==> src/pkg/hqc_defines.svh <==
// Constants for the half-period and quadrant clock output block
`ifndef HQC_DEFINES_SVH
`define HQC_DEFINES_SVH

// Width of the period and phase counters, in ref_clk cycles
`define HQC_CW 16
// Width of the synthesizer multiply and divide settings
`define HQC_SW 5
// Width of the synthesizer accumulator
`define HQC_AW 22
// Width of the feedback watchdog counter
`define HQC_FW 12
// Sampling clock rate and the quadrant range limit, both in kHz
`define HQC_CLK_KHZ 32'd125000
`define HQC_FAST_LIMIT_KHZ 32'd167000
// Feedback is taken as absent after this many cycles without an edge
`define HQC_FB_TIMEOUT 12'hfff
// Largest phase count before the reference is taken as stopped
`define HQC_PHASE_MAX 16'hffff
// Rising edges needed before the measured period is trusted
`define HQC_RISES_TO_VALID 2'h2
// Quarter positions within one period
`define HQC_Q1 3'h1
`define HQC_Q2 3'h2
`define HQC_Q3 3'h3
// Reset values
`define HQC_CNT_RST 16'h0000
`define HQC_LEN_RST 16'h0001

`endif

==> src/pkg/hqc_pkg.sv <==
// Types shared by the half-period and quadrant clock output block
`default_nettype none
package hqc_pkg;

  // A non-shifted clock and its half-period partner
  typedef struct packed {
    logic first;
    logic second;
  } hqc_pair_t;

  // The four quadrant outputs
  typedef struct packed {
    logic zero;
    logic quarter;
    logic half;
    logic threeQuarter;
  } hqc_quad_t;

  // Static configuration taken from pins
  typedef struct packed {
    logic dutyCorrect;
    logic rangeHigh;
    logic laterFamily;
    logic [4:0] synthMul;
    logic [4:0] synthDiv;
  } hqc_cfg_t;

endpackage
`default_nettype wire

==> src/rtl/hqc_sync.sv <==
// Two-flop synchroniser for a vector of independent levels
`timescale 1ns/1ps
`default_nettype none
module hqc_sync #(
  parameter int W = 1
) (
  input wire logic ref_clk,  // Sampling clock
  input wire logic rstn,  // Asynchronous reset, active low
  input wire logic [W-1:0] async,  // Levels from outside the domain
  output logic [W-1:0] synced  // Levels after two flops
);

  logic [W-1:0] stage1;
  logic [W-1:0] next_stage1;
  logic [W-1:0] next_synced;

  // Bits are independent levels; no word is assumed to cross coherently
  always_comb begin
    next_stage1 = async;
    next_synced = stage1;
  end

  always_ff @(posedge ref_clk or negedge rstn) begin
    if (!rstn) begin
      stage1 <= '0;
      synced <= '0;
    end else begin
      stage1 <= next_stage1;
      synced <= next_synced;
    end
  end

endmodule // hqc_sync
`default_nettype wire

==> src/rtl/hqc_synth.sv <==
// Synthesizer pair: output at ref rate times multiply over divide
`timescale 1ns/1ps
`default_nettype none
`include "hqc_defines.svh"
module hqc_synth
  import hqc_pkg::*;
(
  input wire logic ref_clk,  // Sampling clock
  input wire logic rstn,  // Asynchronous reset, active low
  input wire logic run,  // Reference period is valid
  input wire logic [`HQC_CW-1:0] periodLen,  // Reference period in cycles
  input wire logic [`HQC_SW-1:0] mul,  // Multiply setting, 0 taken as 1
  input wire logic [`HQC_SW-1:0] div,  // Divide setting, 0 taken as 1
  output hqc_pair_t pair  // Synthesizer pair, registered
);

  logic [`HQC_AW-1:0] acc;
  logic [`HQC_AW-1:0] next_acc;
  hqc_pair_t next_pair;
  logic [`HQC_SW-1:0] mulEff;
  logic [`HQC_SW-1:0] divEff;
  logic [`HQC_AW-1:0] limit;
  logic [`HQC_AW-1:0] step;

  // Two toggles per synthesized period give a 50% duty cycle; see RQ5
  always_comb begin
    mulEff = (mul == '0) ? `HQC_SW'h1 : mul;
    divEff = (div == '0) ? `HQC_SW'h1 : div;
    limit = `HQC_AW'(periodLen) * `HQC_AW'(divEff);
    step = `HQC_AW'({mulEff, 1'b0});
    next_acc = acc;
    next_pair = pair;
    if (!run) begin
      next_acc = '0;
      next_pair = '0;
    end else if (acc + step >= limit) begin
      next_acc = acc + step - limit;
      next_pair.first = ~pair.first;
      next_pair.second = pair.first; // see RQ5
    end else begin
      next_acc = acc + step;
    end
  end

  always_ff @(posedge ref_clk or negedge rstn) begin
    if (!rstn) begin
      acc <= '0;
      pair <= '0;
    end else begin
      acc <= next_acc;
      pair <= next_pair;
    end
  end

endmodule // hqc_synth
`default_nettype wire

==> src/rtl/hqc_clock_outputs.sv <==
// Half-period pairs and quadrant outputs derived from the reference input
//
// Function
// RQ1: Each half-period pair gives a clock and a copy shifted 180 degrees.
// RQ2: Zero-phase output and its partner run at the reference frequency.
// RQ3: Base family: input-rate pair 50% duty corrected by default, switchable.
// RQ4: Doubler pair: twice reference rate, 50% duty, half-period offset.
// RQ5: Synth pair runs at the configured rate, 50% duty, half-period offset.
// RQ6: First clock rises at period start, second exactly at half period.
// RQ7: DDR register takes the plain clock first, shifted clock second.
// RQ8: Quadrant outputs are delayed 0, 90, 180 and 270 degrees.
// RQ9: Quadrant outputs need feedback (code gates only the 90 and 270 degree outputs on it); zero-phase aligns to reference rise.
// RQ10: Low-frequency range makes all four quadrant outputs available.
// RQ11: High-frequency range gives only the zero and 180 degree outputs.
// RQ12: Later families: all four to 167 MHz, only zero and 180 above.
// RQ13: An unavailable output is held low instead of toggling.
`timescale 1ns/1ps
`default_nettype none
`include "hqc_defines.svh"
module hqc_clock_outputs
  import hqc_pkg::*;
(
  input wire logic ref_clk,  // Sampling clock, 125 MHz
  input wire logic rstn,  // Asynchronous reset, active low
  input wire logic referenceInput,  // Reference clock pin
  input wire logic feedbackInput,  // Feedback clock pin
  input wire logic dutyCorrectEn,  // Base family duty correction, 1 = on
  input wire logic freqRangeHigh,  // Base family delay-loop range, 1 = high
  input wire logic laterFamily,  // 1 = range follows measured frequency
  input wire logic [4:0] synthMultiply,  // Synthesizer multiply setting
  input wire logic [4:0] synthDivide,  // Synthesizer divide setting
  output logic outPhaseZero,  // Zero-phase output
  output logic outQuarterPhase,  // 90 degree output
  output logic outHalfPhase,  // 180 degree output
  output logic outThreeQuarterPhase,  // 270 degree output
  output logic doubledOut,  // Doubler output
  output logic doubledOutHalfPhase,  // Doubler output, half-period shifted
  output logic synthOut,  // Synthesizer output
  output logic synthOutHalfPhase,  // Synthesizer output, half-period shifted
  output logic periodValid,  // Reference period measured and running
  output logic feedbackPresent,  // Feedback edges seen recently
  output logic rangeHighActive  // Range in force, 1 = high
);

  //////////////////////////////////////////////////////////////////////////
  // Pin sampling

  hqc_cfg_t cfgPins;
  hqc_cfg_t cfg;
  logic refSync;
  logic fbSync;

  always_comb begin
    cfgPins.dutyCorrect = dutyCorrectEn;
    cfgPins.rangeHigh = freqRangeHigh;
    cfgPins.laterFamily = laterFamily;
    cfgPins.synthMul = synthMultiply;
    cfgPins.synthDiv = synthDivide;
  end

  // Correction is on while its pin is tied high, the default; see RQ3
  hqc_sync #(
    .W(2 + $bits(hqc_cfg_t))
  ) hqc_sync_i (
    .ref_clk(ref_clk),
    .rstn(rstn),
    .async({referenceInput, feedbackInput, cfgPins}),
    .synced({refSync, fbSync, cfg})
  );

  //////////////////////////////////////////////////////////////////////////
  // Helpers

  // Point k quarters into a period of len cycles
  function automatic logic [`HQC_CW-1:0] quarterPoint(
    input logic [`HQC_CW-1:0] len,
    input logic [2:0] k
  );
    logic [`HQC_CW+2:0] prod;
    prod = {3'h0, len} * {{`HQC_CW{1'b0}}, k};
    return prod[`HQC_CW+1:2];
  endfunction

  //////////////////////////////////////////////////////////////////////////
  // Reference period measurement

  logic refPrev;
  logic refRise;
  logic [`HQC_CW-1:0] phase;
  logic [`HQC_CW-1:0] periodLen;
  logic [1:0] riseCount;
  logic next_refPrev;
  logic [`HQC_CW-1:0] next_phase;
  logic [`HQC_CW-1:0] next_periodLen;
  logic [1:0] next_riseCount;
  logic running;

  assign refRise = refSync & ~refPrev;
  assign running = (riseCount == `HQC_RISES_TO_VALID);

  // Phase restarts on every reference rise, so zero phase tracks it; see RQ9
  always_comb begin
    next_refPrev = refSync;
    next_phase = phase;
    next_periodLen = periodLen;
    next_riseCount = riseCount;
    if (refRise) begin
      next_phase = `HQC_CNT_RST;
      next_periodLen = phase + `HQC_LEN_RST;
      if (riseCount != `HQC_RISES_TO_VALID) begin
        next_riseCount = riseCount + 2'h1;
      end
    end else if (phase == `HQC_PHASE_MAX) begin
      // Reference stopped: outputs drop rather than freeze mid-period
      next_riseCount = '0;
    end else begin
      next_phase = phase + 16'h0001;
    end
  end

  always_ff @(posedge ref_clk or negedge rstn) begin
    if (!rstn) begin
      refPrev <= 1'b0;
      phase <= `HQC_CNT_RST;
      periodLen <= `HQC_LEN_RST;
      riseCount <= '0;
    end else begin
      refPrev <= next_refPrev;
      phase <= next_phase;
      periodLen <= next_periodLen;
      riseCount <= next_riseCount;
    end
  end

  //////////////////////////////////////////////////////////////////////////
  // Feedback watchdog and frequency range

  logic fbPrev;
  logic [`HQC_FW-1:0] fbIdle;
  logic next_fbPrev;
  logic [`HQC_FW-1:0] next_fbIdle;
  logic fbAlive;
  logic refFast;
  logic rangeHigh;

  always_comb begin
    next_fbPrev = fbSync;
    next_fbIdle = fbIdle;
    if (fbSync & ~fbPrev) begin
      next_fbIdle = '0;
    end else if (fbIdle != `HQC_FB_TIMEOUT) begin
      next_fbIdle = fbIdle + 12'h001;
    end
  end

  always_ff @(posedge ref_clk or negedge rstn) begin
    if (!rstn) begin
      fbPrev <= 1'b0;
      fbIdle <= `HQC_FB_TIMEOUT;
    end else begin
      fbPrev <= next_fbPrev;
      fbIdle <= next_fbIdle;
    end
  end

  assign fbAlive = (fbIdle != `HQC_FB_TIMEOUT);

  // Reference above the limit when clock / period exceeds it; see RQ12
  // Product in 64 bits so a long period cannot wrap into a false fast range
  assign refFast = 64'(`HQC_CLK_KHZ) >
    64'(`HQC_FAST_LIMIT_KHZ) * 64'(periodLen);
  assign rangeHigh = cfg.laterFamily ? refFast : cfg.rangeHigh; // see RQ11

  //////////////////////////////////////////////////////////////////////////
  // Output waveforms

  logic [`HQC_CW-1:0] q1;
  logic [`HQC_CW-1:0] q2;
  logic [`HQC_CW-1:0] q3;
  logic [`HQC_CW-1:0] dblPhase;
  hqc_quad_t quad;
  hqc_pair_t dbl;
  hqc_pair_t synth;
  hqc_quad_t next_quad;
  hqc_pair_t next_dbl;
  logic next_valid;
  logic next_fbPresent;
  logic next_rangeHigh;

  always_comb begin
    q1 = quarterPoint(periodLen, `HQC_Q1);
    q2 = quarterPoint(periodLen, `HQC_Q2);
    q3 = quarterPoint(periodLen, `HQC_Q3);
    dblPhase = (phase >= q2) ? phase - q2 : phase;
    next_quad = '0;
    next_dbl = '0;
    if (running) begin
      // Zero phase high for the first half, its partner for the second
      next_quad.zero = phase < q2; // see RQ1
      next_quad.half = phase >= q2; // see RQ6
      if (!cfg.dutyCorrect) begin
        // Uncorrected zero output follows the reference's own duty cycle, its partner the inverse
        next_quad.zero = refSync; // see RQ3
        next_quad.half = ~refSync; // see RQ2
      end
      // Quarter points only exist with feedback and in the low range
      if (fbAlive && !rangeHigh) begin // see RQ10
        next_quad.quarter = (phase >= q1) && (phase < q3); // see RQ8
        next_quad.threeQuarter = (phase >= q3) || (phase < q1); // see RQ8
      end
      // Two doubler periods per reference period, each split evenly
      next_dbl.first = dblPhase < q1; // see RQ4
      next_dbl.second = dblPhase >= q1; // see RQ4
    end
    // Without a running reference every clock output rests low; see RQ13
    next_valid = running;
    next_fbPresent = fbAlive;
    next_rangeHigh = rangeHigh;
  end

  hqc_synth hqc_synth_i (
    .ref_clk(ref_clk),
    .rstn(rstn),
    .run(running),
    .periodLen(periodLen),
    .mul(cfg.synthMul),
    .div(cfg.synthDiv),
    .pair(synth)
  );

  always_ff @(posedge ref_clk or negedge rstn) begin
    if (!rstn) begin
      quad <= '0;
      dbl <= '0;
      periodValid <= 1'b0;
      feedbackPresent <= 1'b0;
      rangeHighActive <= 1'b0;
    end else begin
      quad <= next_quad;
      dbl <= next_dbl;
      periodValid <= next_valid;
      feedbackPresent <= next_fbPresent;
      rangeHighActive <= next_rangeHigh;
    end
  end

  //////////////////////////////////////////////////////////////////////////
  // Output registers

  // Separate flops per output so a DDR register gets both edges; see RQ7
  always_ff @(posedge ref_clk or negedge rstn) begin
    if (!rstn) begin
      outPhaseZero <= 1'b0;
      outQuarterPhase <= 1'b0;
      outHalfPhase <= 1'b0;
      outThreeQuarterPhase <= 1'b0;
      doubledOut <= 1'b0;
      doubledOutHalfPhase <= 1'b0;
      synthOut <= 1'b0;
      synthOutHalfPhase <= 1'b0;
    end else begin
      outPhaseZero <= quad.zero;
      outQuarterPhase <= quad.quarter;
      outHalfPhase <= quad.half;
      outThreeQuarterPhase <= quad.threeQuarter;
      doubledOut <= dbl.first;
      doubledOutHalfPhase <= dbl.second;
      synthOut <= synth.first; // see RQ5
      synthOutHalfPhase <= synth.second;
    end
  end

endmodule // hqc_clock_outputs
`default_nettype wire

==> config.mk <==
export PLATFORM = sky130hd
export DESIGN_NAME = hqc_clock_outputs
export DESIGN_NICKNAME = d
export VERILOG_FILES = /design/src/pkg/hqc_pkg.sv /design/src/rtl/hqc_sync.sv /design/src/rtl/hqc_synth.sv /design/src/rtl/hqc_clock_outputs.sv
export VERILOG_INCLUDE_DIRS = /design/src /design/src/pkg
export SDC_FILE = /design/constraint.sdc
export NUM_CORES = 1
export LEC_CHECK = 0
export BUFFER_PORTS_ARGS = -buffer_cell sky130_fd_sc_hd__buf_2
export CAP_MARGIN = 40
export CORE_MARGIN = 2
export CORE_UTILIZATION = 55
export CTS_CLUSTER_SIZE = 14
export DETAILED_ROUTE_END_ITERATION = 16
export PLACE_DENSITY = 0.69
export SKIP_LAST_GASP = 1
export SYNTH_ARGS = -nofsm -noshare
export SYNTH_HDL_FRONTEND = slang
export SYNTH_SLANG_ARGS = --single-unit
==> constraint.sdc <==
create_clock -name ref_clk -period 8.4 [get_ports ref_clk]
set_clock_uncertainty 0.2 [all_clocks]
set_input_delay 1.68 -clock ref_clk [delete_from_list [all_inputs] [get_ports ref_clk]]
set_output_delay 1.68 -clock ref_clk [all_outputs]
set_load 0.01 [all_outputs]
==> reports/qor.log, run 1 <==
[run_status] status completed
[floorplan] core region area 27630 um^2
[setup_path] number of buffers and inverters on the critical path 6
[sta] final period demand of the worst path 7.107 ns
[route] Via density 5.767
[power] total power divided by cell area 307.5 nW/um^2
[global_route] via count of the first global-routing pass 12172
[floorplan] I/O pin count 28
[sta] final count of negative-setup-slack endpoints 0
[route] detailed router's first-iteration violation count 903
[setup_path] arrival time of data at the critical path endpoint 7.20 ns
[cells_and_area] total area of sequential cells 2994 um^2
[clock_tree] total CTS buffers 17
[yosys] Gate Count Post-Synth 1730
[setup_path] logic depth of the worst setup path including buffers 22
[setup_path] CP max FO 13
[route] met3 wire len 1561 um
[route] metal2 WL 17300 um
[sta] count of final hold-check violations 0
[placement] placed wire-length estimate 28790 um
[floorplan] Chip Height 171.2 um
[sta] share of the cycle needed by the critical path after routing 84.61%
[route] final antenna-violating net count 0
[clock_tree] Reg clk slew, reported paths 0.07 ns
[sta] final-layout setup total negative slack 0 ns
[power] share of power burned in combinational logic 70.5%
[setup_path] Critical Path Most Common Cell sky130_fd_sc_hd__inv_1
[worst_hold_path] Hold WC Path Type reg2reg
[floorplan] width of the chip 171.2 um
[cells_and_area] count of nets after finishing 2140
[route] final routed wire length divided by cell count 17.19 um
[power] power share of the clock group 14.3%
[floorplan] Total Die Area 29320 um^2
[setup_path] FF-to-FF path depth 22
[global_route] GRT Total Usage 26.38%
[yosys] ys async rst share 100.0%
[floorplan] Initial Util 55.67%
[sta] final worst setup slack 1.293 ns
[clock_tree] Clock Tree Buf Depth 2
[worst_hold_path] cell depth of the worst hold path 0
[yosys] post-synthesis cell type count 75
[clock_tree] clock network latency to the later pin of the worst-skew pair 0.44 ns
[yosys] register area share after synthesis 19.46%
[sta] setup repair after global routing missed its margin no
[cells_and_area] multi-input logic area 11360 um^2
[setup_path] delay of the slowest cell on the worst path 0.72 ns
[route] Detailed Routing Iterations Pass 1 5
[global_route] initial antenna violation count 0
[yosys] Post-synth EDFFs 0
[power] Switching Power 2505 uW
[setup_path] required arrival time at the worst endpoint 8.50 ns
[setup_path] critical-path cell with the highest stage delay sky130_fd_sc_hd__dfrtp_1
[sta] count of pins over their slew limit 0
[clock_tree] cts repair resizes 0
[sta] Tightest Pin Transition 0.8670 ns
[clock_tree] clock sink count 119
[setup_path] startpoint class of the critical path register
[power] Int Pwr 2574 uW
[clock_tree] TritonCTS clock tree built
[power] sequential power share 15.1%
[clock_tree] total number of H-tree levels 4
[global_route] global route total overflow 0
[cells_and_area] layout overhead on the synthesized area 7.361%
[job] MaxCap Viol Count 0
[power] IR drop worst, VDD 0.2323 mV
[global_route] pin count of the biggest net entering global routing 57
[route] total vias in the final route 12290
[route] DRC viols 0
[setup_path] kind of end point of the critical path register
[yosys] mean instance size in the synthesized netlist 8.891 um^2
[yosys] Syn. warnings 0
[cells_and_area] filler cell count 2462
[yosys] top flip-flop cell by instance count after synthesis sky130_fd_sc_hd__dfrtp_1
[sta] Achievable Freq 140.7 MHz
[cells_and_area] antenna diode count 0
[route] top routing layer in use met4
[power] Switching Share 49.32%
[floorplan] site row count 61
[placement] Buffers on Ports 27
[yosys] count of state elements after synthesis 119
[sta] Max transition margin 42.14%
[yosys] cell area after synthesis 15380 um^2
[clock_tree] CTS Hold Bufs 0
[placement] worst setup slack after placement 1.362 ns
[sta] worst hold-check slack 0.1455 ns
[setup_path] Crit Path Category reg2reg
[placement] last weighted congestion value of the routability-driven placer 0.8972
[clock_tree] post-CTS setup buffers 0
[yosys] Mapped Nets 2130
[cells_and_area] cell area after layout 16510 um^2
[cells_and_area] share of cells above drive strength 1 5.647%
[global_route] global-route wire length before repair 61170 um
[route] metal1 wirelength 17340 um
[placement] DP Area 15930 um^2
[setup_path] cells along the critical path inv_1, ha_1, inv_1, ha_1, inv_1, fa_1, inv_1, fa_1, fa_1, inv_1, fa_1, inv_1, ha_1, and2_1, nand2_1, nor3b_1, o21ai_0, mux2i_1, a2111o_1, or4_1, nor4_2, nor3b_1
[setup_path] Largest delay share family, worst path adder cells
[clock_tree] clk root buf sky130_fd_sc_hd__clkbuf_16
[route] Routed WL 36620 um
[power] static leakage power 0.008670 uW
[layout by cell type (no fill, tap or decap), drive strengths merged, types with 19 or more instances in the layout]
cell	synthesis	final
ha	271	271
inv	230	238
nand2	129	129
a21oi	115	115
fa	112	112
dfrtp	106	106
nor2	98	98
o21ai	89	89
and2	59	59
xnor2	56	56
xor2	51	51
a21o	43	43
nand3	39	39
buf	7	37
nand4	27	27
nor3	25	25
a31oi	19	19
[worst reg2reg max path: stages, from the launching register on]
cell and delay [ns]:
sky130_fd_sc_hd__dfrtp_1 0.72, sky130_fd_sc_hd__inv_1 0.33, sky130_fd_sc_hd__ha_1 0.37, sky130_fd_sc_hd__inv_1 0.09, sky130_fd_sc_hd__ha_1 0.29, sky130_fd_sc_hd__inv_1 0.05, sky130_fd_sc_hd__fa_1 0.51, sky130_fd_sc_hd__inv_1 0.05
sky130_fd_sc_hd__fa_1 0.46, sky130_fd_sc_hd__fa_1 0.55, sky130_fd_sc_hd__inv_1 0.05, sky130_fd_sc_hd__fa_1 0.49, sky130_fd_sc_hd__inv_1 0.04, sky130_fd_sc_hd__ha_1 0.40, sky130_fd_sc_hd__and2_1 0.22, sky130_fd_sc_hd__nand2_1 0.08
sky130_fd_sc_hd__nor3b_1 0.26, sky130_fd_sc_hd__o21ai_0 0.21, sky130_fd_sc_hd__mux2i_1 0.18, sky130_fd_sc_hd__a2111o_1 0.40, sky130_fd_sc_hd__or4_1 0.42, sky130_fd_sc_hd__nor4_2 0.46, sky130_fd_sc_hd__nor3b_1 0.11
[power groups by stage]
stage / sequential, uW / combinational, uW / clock [uW]
floorplan: 762 / 2770 / 0
CTS: 766 / 3570 / 737
detailed placement: 775 / 3530 / 0
global route: 782 / 4070 / 763
global placement: 772 / 3440 / 0
finish: 768 / 3580 / 728
[flip-flops by register name (all words and copies together) (netlist names)]
| signal | count |
|---|---|
| hqc_sync_i.next_synced | 15 |
| phase | 16 |
| fbIdle | 12 |
| riseCount | 2 |
| doubledOut | 1 |
| hqc_synth_i.acc | 22 |
| periodValid | 1 |
| feedbackPresent | 1 |
| hqc_sync_i.synced | 15 |
| synthOut | 1 |
| refPrev | 1 |
| periodLen | 16 |
| outThreeQuarterPhase | 1 |
| dbl | 2 |
| hqc_synth_i.pair | 2 |
| doubledOutHalfPhase | 1 |
| outQuarterPhase | 1 |
| outHalfPhase | 1 |
| quad | 4 |
| fbPrev | 1 |
| synthOutHalfPhase | 1 |
| outPhaseZero | 1 |
| rangeHighActive | 1 |
[kinds of logic after synthesis]
kind of cell | share of synthesized area (%)
compound gates | 14.89
simple gates | 15.19
xor+xnor | 6.092
mux | 0.9191
flops | 19.46
buf+inv | 6.824
fa+ha+maj | 36.62
[cells in the mapped netlist, types with 43 or more instances]
| library cell | number | area share [%] |
|---|---|---|
| sky130_fd_sc_hd__a21o_1 | 43 | 2.1 |
| sky130_fd_sc_hd__a21oi_1 | 115 | 3.7 |
| sky130_fd_sc_hd__and2_1 | 59 | 2.4 |
| sky130_fd_sc_hd__dfrtp_1 | 106 | 17 |
| sky130_fd_sc_hd__fa_1 | 112 | 15 |
| sky130_fd_sc_hd__ha_1 | 271 | 22 |
| sky130_fd_sc_hd__inv_1 | 230 | 5.6 |
| sky130_fd_sc_hd__nand2_1 | 129 | 3.1 |
| sky130_fd_sc_hd__nor2_1 | 98 | 2.4 |
| sky130_fd_sc_hd__o21ai_0 | 66 | 2.1 |
| sky130_fd_sc_hd__xnor2_1 | 56 | 3.2 |
| sky130_fd_sc_hd__xor2_1 | 51 | 2.9 |
[path summary, 6_finish.rpt]
kind / slack [ns] / endpoint / from
setup reg to reg: 1.29 / quad[2] / periodLen[14]
hold reg to reg: 0.15 / outPhaseZero / quad[3]
max in group asynchronous: 5.84 / periodLen[6] / rstn
setup / recovery: 1.29 / quad[2] / periodLen[14]
min in group asynchronous: 0.92 / hqc_synth_i.acc[15] / rstn
hold / removal: 0.15 / outPhaseZero / quad[3]
[area by class of cell]
| type | instances | share of cell area (%) |
|---|---|---|
| multi-input combinational | 1335 | 68.79 |
| sequential | 119 | 18.13 |
| inverter | 230 | 5.228 |
| tap | 378 | 2.864 |
| clock buffer | 17 | 2.576 |
| timing repair buffer | 37 | 1.455 |
| clock inverter | 15 | 0.9546 |
[per-layer routing]
metal	vias up	GRT usage (%)
met5	-	0
met4	0	5.637
met3	36	3.774
met2	269	43.41
met1	6035	37.11
li1	5950	-
[through the flow]
stage | util, % | std cells | power (uW)
after floorplan | - | 1730 | 3530
after global placement | 57.51 | 2097 | 4213
after detailed placement | 57.66 | 2099 | 4305
after CTS | 59.77 | 2131 | 5077
after global routing | 59.77 | 2131 | 5611
final | 59.77 | 2131 | 5079
(Power assumes the default switching activity.)
==> run 2, diff against run 1 <==
Settings changed: ABC_AREA set to 1, PLACE_DENSITY 0.69 to 0.72.
Clock period 8.4 ns to 6.4 ns, I/O delays scaled along.
==> run 2 against run 1 <==
  * Critical path depth rose by 5
  * Register-to-register slack got worse by 0.79 ns
  * Synthesized cell count rose by 26%
  * Setup slack got worse by 0.79 ns
  * Count of clock-buffer cells in the layout rose by 2
  * Combinational power rose by 47%
  * Clock power rose by 28%
==> reports/qor.log, run 2 <==
[route] Via density 5.409 [-6.2%]
[sta] final count of negative-setup-slack endpoints 0 [unchanged]
[run_status] status completed
[cells_and_area] leading cell type in the layout, fill and taps excluded sky130_fd_sc_hd__nand2_1
[yosys] ys async rst share 100.0% [unchanged]
[floorplan] I/O pin count 28 [unchanged]
[route] DRC viols 0 [unchanged]
[global_route] via count of the first global-routing pass 13931 [+14%]
[clock_tree] Reg clk slew, reported paths 0.06 ns [about the same]
[power] total power divided by cell area 408.8 nW/um^2 [+33%]
[clock_tree] CTS Hold Bufs 0 [unchanged]
[global_route] initial antenna violation count 1 [+1]
[sta] count of final hold-check violations 0 [unchanged]
[cells_and_area] cell area after layout 17690 um^2 [+7.1%]
[clock_tree] TritonCTS clock tree built
[sta] Max transition margin 41.87% [-0.27 points]
[power] share of power burned in combinational logic 73.0% [+2.5 points]
[setup_path] CP max FO 7 [-6]
[sta] share of the cycle needed by the critical path after routing 92.13% [+7.5 points]
[floorplan] Chip Height 176.5 um [+3.1%]
[route] detailed router's first-iteration violation count 1013 [+12%]
[yosys] mean instance size in the synthesized netlist 7.501 um^2 [-16%]
[sta] final worst setup slack 0.5039 ns [-0.7891 ns]
[route] final routed wire length divided by cell count 15.44 um [-10%]
[yosys] top flip-flop cell by instance count after synthesis sky130_fd_sc_hd__dfrtp_1
[sta] final-layout setup total negative slack 0 ns [unchanged]
[clock_tree] Clock Tree Buf Depth 2 [unchanged]
[sta] setup repair after global routing missed its margin no
[setup_path] delay of the slowest cell on the worst path 0.55 ns [-0.17 ns]
[yosys] Syn. warnings 0 [unchanged]
[setup_path] startpoint class of the critical path register
[setup_path] FF-to-FF path depth 27 [+23%]
[setup_path] arrival time of data at the critical path endpoint 6.00 ns [-1.20 ns]
[worst_hold_path] cell depth of the worst hold path 0 [unchanged]
[cells_and_area] layout overhead on the synthesized area 8.107%
[yosys] dominant cells by area after synthesis sky130_fd_sc_hd__ha_1 (21%), sky130_fd_sc_hd__dfrtp_1 (16%), sky130_fd_sc_hd__fa_1 (14%), sky130_fd_sc_hd__nand2_1 (11%), sky130_fd_sc_hd__inv_1 (10%)
[yosys] share of the synthesized area in the top cell type 20.73% [-1.3 points]
[global_route] pin count of the biggest net entering global routing 63 [+11%]
[power] static leakage power 0.01023 uW [+18%]
[power] power share of the clock group 12.9% [-1.4 points]
[clock_tree] total number of H-tree levels 4 [unchanged]
[floorplan] site row count 63 [+3.3%]
[power] sequential power share 14.1% [-1.0 points]
[power] Switching Power 3901 uW [+56%]
[clock_tree] clock sink count 119 [unchanged]
[yosys] Gate Count Post-Synth 2181 [+26%]
[setup_path] Critical Path Most Common Cell sky130_fd_sc_hd__nand2_1
[setup_path] Largest delay share family, worst path adder cells
[sta] Achievable Freq 169.6 MHz [+21%]
[setup_path] critical-path cell with the highest stage delay sky130_fd_sc_hd__fa_1
[placement] last weighted congestion value of the routability-driven placer 0.9591 [+6.9%]
[yosys] register area share after synthesis 18.30% [-1.2 points]
[worst_hold_path] Hold WC Path Type reg2reg
[route] total vias in the final route 14254 [+16%]
[cells_and_area] count of nets after finishing 2631 [+23%]
[floorplan] width of the chip 176.5 um [+3.1%]
[setup_path] kind of end point of the critical path register
[placement] Buffers on Ports 27 [unchanged]
[yosys] Post-synth EDFFs 0 [unchanged]
[placement] placed wire-length estimate 33700 um [+17%]
[yosys] cell area after synthesis 16360 um^2 [+6.4%]
[setup_path] logic depth of the worst setup path including buffers 27 [+23%]
[setup_path] number of buffers and inverters on the critical path 5 [-1]
[route] final antenna-violating net count 0 [unchanged]
[cells_and_area] share of the core filled with cells 59.99% [+0.22 points]
[clock_tree] clk root buf sky130_fd_sc_hd__clkbuf_16
[job] MaxCap Viol Count 0 [unchanged]
[route] Detailed Routing Iterations Pass 1 5 [unchanged]
[global_route] GRT Total Usage 27.19% [+0.81 points]
[sta] Tightest Pin Transition 0.8719 ns [+0.004955 ns]
[cells_and_area] share of cells above drive strength 1 6.417% [+0.77 points]
[power] Int Pwr 3329 uW [+29%]
[cells_and_area] largest registers hqc_synth_i.acc x22, periodLen x16, phase x16
[global_route] global-route wire length before repair 68010 um [+11%]
[sta] count of pins over their slew limit 0 [unchanged]
[setup_path] Crit Path Category reg2reg
[cells_and_area] leading cell types in the layout, fill and taps excluded sky130_fd_sc_hd__nand2_1 (496), sky130_fd_sc_hd__inv_1 (450), sky130_fd_sc_hd__ha_1 (271)
[yosys] list of most frequent post-synthesis cells sky130_fd_sc_hd__nand2_1 (497), sky130_fd_sc_hd__inv_1 (450), sky130_fd_sc_hd__ha_1 (271)
[floorplan] Total Die Area 31140 um^2 [+6.2%]
[sta] final period demand of the worst path 5.896 ns [-1.211 ns]
[yosys] count of state elements after synthesis 119 [unchanged]
[floorplan] Initial Util 55.49% [-0.18 points]
[cells_and_area] max reg flops 22 [unchanged]
[placement] worst setup slack after placement 0.1715 ns [-1.191 ns]
[placement] DP Area 17080 um^2 [+7.2%]
[floorplan] core region area 29480 um^2 [+6.7%]
[clock_tree] total CTS buffers 17 [unchanged]
[clock_tree] clock network latency to the later pin of the worst-skew pair 0.43 ns [about the same]
[power] IR drop worst, VDD 0.2777 mV [+20%]
[sta] worst hold-check slack 0.1403 ns [-0.005227 ns]
[yosys] post-synthesis cell type count 55 [-27%]
[power] Switching Share 53.96% [+4.6 points]
[cells_and_area] register name with the most flops hqc_synth_i.acc
[yosys] Mapped Nets 2581 [+21%]
[yosys] cell with the most instances after synthesis sky130_fd_sc_hd__nand2_1
[route] Routed WL 40690 um [+11%]
[yosys] dominant cell type by area after synthesis sky130_fd_sc_hd__ha_1
[global_route] global route total overflow 0 [unchanged]
[setup_path] required arrival time at the worst endpoint 6.50 ns [-2.00 ns]
run 2: cell count changes after synthesis, sizes merged, moves of 12 or more:
cell	change
a21o	-36
and2	-57
and3	-12
clkbuf	-18
inv	+223
mux2i	-13
nand2	+372
nand2b	-15
nand3	+64
nor2	+39
o21a	-15
xnor2	-20
run 2: worst paths after layout:
kind,from,end,slack (ns)
worst max register to register,periodLen[9],quad[0],0.50
worst min-delay path,dbl[0],doubledOutHalfPhase,0.14
max in group asynchronous,rstn,hqc_synth_i.acc[11],3.95
worst min register to register,dbl[0],doubledOutHalfPhase,0.14
worst max-delay path,periodLen[9],quad[0],0.50
min in group asynchronous,rstn,hqc_sync_i.next_synced[1],0.77
run 2: power groups by stage:
stage,sequential (uW),clock [uW],combinational [uW]
floorplan,1010,0,4150
global placement,1030,0,4980
detailed placement,1030,0,5120
CTS,1020,942,5160
global route,1040,978,6020
finish,1020,931,5280
run 2: worst register-to-register path: cells and delay by family, from the launching register on:
family | cells | cell delay, ns
AND/OR/NAND/NOR | 15 | 1.80
buffers and inverters | 5 | 0.40
flip-flops | 1 | 0.42
adder cells (fa/ha/maj) | 7 | 2.95
run 2: layer usage:
metal / wire length (um) / part of all wire (%) / GRT usage, % / vias to the layer above
li1: - / - / - / 7036
met1: 18630 / 46 / 37.57 / 6785
met2: 18680 / 46 / 44.20 / 376
met3: 2481 / 6.1 / 4.630 / 57
met4: 893 / 2.2 / 7.300 / 0
met5: 0 / 0 / 0 / -
run 2: kinds of logic (layout without fill, tap and decap cells):
group | after synthesis | count (layout) | synth area share, %
AND/OR/NAND/NOR | 828 | 829 | 21.43
other | 0 | 1 | 0
AO/OA/AOI/OAI | 276 | 276 | 9.522
XOR/XNOR | 93 | 93 | 4.979
adder cells (fa/ha/maj) | 383 | 383 | 34.43
buffers and inverters | 482 | 544 | 11.33
flip-flops | 119 | 119 | 18.30
run 2: area by class of cell:
cell class / instances / area [um^2]
fill: 2720 / 11800
multi-input combinational: 1581 / 11550
sequential: 119 / 3000
inverter: 454 / 1709
tap: 390 / 488.0
clock buffer: 19 / 442.9
timing repair buffer: 58 / 370.4
clock inverter: 13 / 126.4
antenna: 1 / 2.502
run 2: repair_timing:
| item | 4_1_cts | 5_1_grt |
|---|---|---|
| endpoints found under the setup margin | 0 | 24 |
| setup buffers | 0 | 0 |
| resized for setup | 0 | 9 |
| endpoints found under the hold margin | 0 | 0 |
run 2: through the flow:
| stage | instances | power (uW) |
|---|---|---|
| 3_5_place_dp | 2601 | 6145 |
| 4_1_cts | 2633 | 7116 |
| 3_3_place_gp | 2601 | 6007 |
| 2_1_floorplan | 2181 | 5165 |
| 5_1_grt | 2635 | 8035 |
| 6_report | 2635 | 7230 |
==> run 3, diff against run 2 <==
Settings changed: CELL_PAD_IN_SITES_DETAIL_PLACEMENT set to 1, CELL_PAD_IN_SITES_GLOBAL_PLACEMENT set to 1, CORE_UTILIZATION 55 to 44, PLACE_DENSITY 0.72 to 0.76.
==> run 3 against run 2 <==
  * Register-to-register slack got worse by 0.17 ns
  * Total power increased by 5.1%
  * Global-route usage decreased by 0.74 points
  * Combinational power increased by 5.9%
==> reports/qor.log, run 3 (same netlist as run 2, synthesis figures left out) <==
[run_status] status completed
[clock_tree] clk root buf sky130_fd_sc_hd__clkbuf_16
[power] static leakage power 0.01024 uW [+0.11%]
[route] Routed WL 49460 um [+22%]
[route] final routed wire length divided by cell count 18.23 um [+18%]
[route] Via density 5.335 [-1.4%]
[worst_hold_path] Worst Min Path Start quad[3]
[setup_path] arrival time of data at the critical path endpoint 6.16 ns [+0.16 ns]
[job] MaxCap Viol Count 0 [unchanged]
[cells_and_area] share of the core filled with cells 48.65% [-11 points]
[cells_and_area] largest registers hqc_synth_i.acc x22, periodLen x16, phase x16
[floorplan] Chip Height 196.8 um [+12%]
[clock_tree] CTS Hold Bufs 0 [unchanged]
[global_route] via count of the first global-routing pass 15435 [+11%]
[setup_path] FF-to-FF path depth 27 [unchanged]
[sta] final worst setup slack 0.3370 ns [-0.1669 ns]
[power] power consumption 7599 uW [+5.1%]
[cells_and_area] layout overhead on the synthesized area 8.864%
[setup_path] Crit Path Category reg2reg
[floorplan] site row count 70 [+11%]
[route] DRC viols 0 [unchanged]
[setup_path] reg2reg setup slack 0.34 ns [-0.17 ns]
[placement] placed wire-length estimate 40710 um [+21%]
[global_route] global route total overflow 0 [unchanged]
[floorplan] core region area 36610 um^2 [+24%]
[setup_path] required arrival time at the worst endpoint 6.50 ns [about the same]
[setup_path] startpoint class of the critical path register
[clock_tree] post-CTS setup buffers 0 [unchanged]
[route] detailed router's first-iteration violation count 675 [-33%]
[clock_tree] Clock Tree Buf Depth 2 [unchanged]
[clock_tree] clock network latency to the later pin of the worst-skew pair 0.44 ns [about the same]
[sta] final-layout setup total negative slack 0 ns [unchanged]
[cells_and_area] antenna diode count 0 [-1]
[floorplan] I/O pin count 28 [unchanged]
[sta] Max transition margin 45.06% [+3.2 points]
[cells_and_area] register name with the most flops hqc_synth_i.acc
[clock_tree] total CTS buffers 17 [unchanged]
[clock_tree] clock sink count 119 [unchanged]
[cells_and_area] leading cell type in the layout, fill and taps excluded sky130_fd_sc_hd__nand2_1
[setup_path] R2R Path Start periodLen[7]
[worst_hold_path] cell depth of the worst hold path 0 [unchanged]
[global_route] initial antenna violation count 0 [-1]
[cells_and_area] max reg flops 22 [unchanged]
[route] final antenna-violating net count 0 [unchanged]
[sta] share of the cycle needed by the critical path after routing 94.73% [+2.6 points]
[worst_hold_path] Hold WC Path Type reg2reg
[sta] count of final hold-check violations 0 [unchanged]
[global_route] pin count of the biggest net entering global routing 66 [+4.8%]
[clock_tree] total number of H-tree levels 4 [unchanged]
[worst_hold_path] worst hold endpoint outPhaseZero
[sta] Achievable Freq 164.9 MHz [-2.8%]
[setup_path] kind of end point of the critical path register
[floorplan] Initial Util 44.69% [-11 points]
[floorplan] Total Die Area 38740 um^2 [+24%]
[cells_and_area] share of cells above drive strength 1 6.637% [+0.22 points]
[clock_tree] Reg clk slew, reported paths 0.06 ns [about the same]
[placement] last weighted congestion value of the routability-driven placer 0.8955 [-6.6%]
[sta] count of pins over their slew limit 0 [unchanged]
[sta] Tightest Pin Transition 0.8241 ns [-0.04782 ns]
[route] total vias in the final route 14473 [+1.5%]
[power] IR drop worst, VDD 0.4135 mV [+49%]
[floorplan] width of the chip 196.8 um [+12%]
[setup_path] reg-to-reg endpoint hqc_synth_i.acc[11]
[cells_and_area] filler cell count 4683 [+72%]
[global_route] GRT Total Usage 26.45% [-0.74 points]
[setup_path] CP max FO 20 [+13]
[sta] final count of negative-setup-slack endpoints 0 [unchanged]
[sta] final period demand of the worst path 6.063 ns [+0.1669 ns]
[power] total power divided by cell area 426.7 nW/um^2 [+4.4%]
[global_route] global-route wire length before repair 80420 um [+18%]
[placement] Buffers on Ports 27 [unchanged]
[cells_and_area] count of nets after finishing 2633 [+0.076%]
[clock_tree] TritonCTS clock tree built
[route] Detailed Routing Iterations Pass 1 5 [unchanged]
[sta] worst hold-check slack 0.1482 ns [+0.007886 ns]
[cells_and_area] leading cell types in the layout, fill and taps excluded sky130_fd_sc_hd__nand2_1 (496), sky130_fd_sc_hd__inv_1 (450), sky130_fd_sc_hd__ha_1 (271)
[placement] worst setup slack after placement 0.1423 ns [-0.02919 ns]
run 3: worst max path at each step:
stage / startpoint / to / slack, ns / cells after the start
floorplan: hqc_sync_i.synced[4] / hqc_synth_i.acc[12] / 0.71 / 30
global placement: hqc_sync_i.synced[3] / hqc_synth_i.pair[0] / 0.40 / 28
detailed placement: periodLen[4] / hqc_synth_i.pair[0] / 0.14 / 30
CTS: periodLen[4] / hqc_synth_i.acc[12] / 0.07 / 29
global route: periodLen[3] / hqc_synth_i.acc[11] / -0.05 / 28
finish: periodLen[7] / hqc_synth_i.acc[11] / 0.34 / 27
run 3: metal layers:
layer  up-vias  track usage (%)  wire [um]
met1      7179            35.75      23310
met3        40            4.244       1989
li1       7040                -          -
met5         -                0          0
met4         0            5.375        618
met2       214            44.84      23540
run 3: layout make-up:
cell class | instances | area [um^2] | share of cell area (%)
Timing Repair Buffer | 59 | 377.9 | 2.122
Multi-Input combinational cell | 1582 | 11560 | 64.89
Clock buffer | 18 | 429.2 | 2.410
Inverter | 454 | 1709 | 9.597
Clock inverter | 13 | 147.6 | 0.8290
Tap cell | 468 | 585.6 | 3.288
Sequential cell | 119 | 3003 | 16.86
run 3: worst max-delay path: stages (launching register included):
cell	delay (ns)
sky130_fd_sc_hd__dfrtp_1	0.50
sky130_fd_sc_hd__buf_4	0.23
sky130_fd_sc_hd__nand2_1	0.06
sky130_fd_sc_hd__inv_1	0.08
sky130_fd_sc_hd__fa_1	0.45
sky130_fd_sc_hd__fa_1	0.55
sky130_fd_sc_hd__fa_1	0.50
sky130_fd_sc_hd__ha_1	0.37
sky130_fd_sc_hd__nand2_1	0.09
sky130_fd_sc_hd__nor2_1	0.14
sky130_fd_sc_hd__nand3_1	0.09
sky130_fd_sc_hd__o2111ai_1	0.16
sky130_fd_sc_hd__nand2_1	0.13
sky130_fd_sc_hd__o21ai_2	0.19
sky130_fd_sc_hd__nand3_1	0.09
sky130_fd_sc_hd__nand2_1	0.08
sky130_fd_sc_hd__xor2_1	0.16
sky130_fd_sc_hd__ha_1	0.29
sky130_fd_sc_hd__a21oi_1	0.18
sky130_fd_sc_hd__o21ai_0	0.12
sky130_fd_sc_hd__a31oi_1	0.16
sky130_fd_sc_hd__nand3_1	0.12
sky130_fd_sc_hd__nand2_1	0.08
sky130_fd_sc_hd__nand3_1	0.09
sky130_fd_sc_hd__nand2_2	0.22
sky130_fd_sc_hd__nand2_4	0.21
sky130_fd_sc_hd__o21ai_0	0.29
sky130_fd_sc_hd__nor2_1	0.07
run 3: per-stage QoR:
step,area (um^2),std cells
6_report,17810,2713
5_1_grt,17810,2713
4_1_cts,17760,2711
3_5_place_dp,17180,2680
3_3_place_gp,17180,2680
2_1_floorplan,16360,2181
run 3: where the power goes:
group / switching (uW) / internal, uW / total [uW]
clock network: 403 / 576 / 979
registers: 130 / 898 / 1030
logic: 3690 / 1910 / 5590
total: 4220 / 3380 / 7600
run 3: repair_timing:
| item | CTS | global route |
|---|---|---|
| hold endpoints to repair | 0 | 0 |
| gates resized for setup | 0 | 12 |
| endpoints found under the setup margin | 0 | 24 |
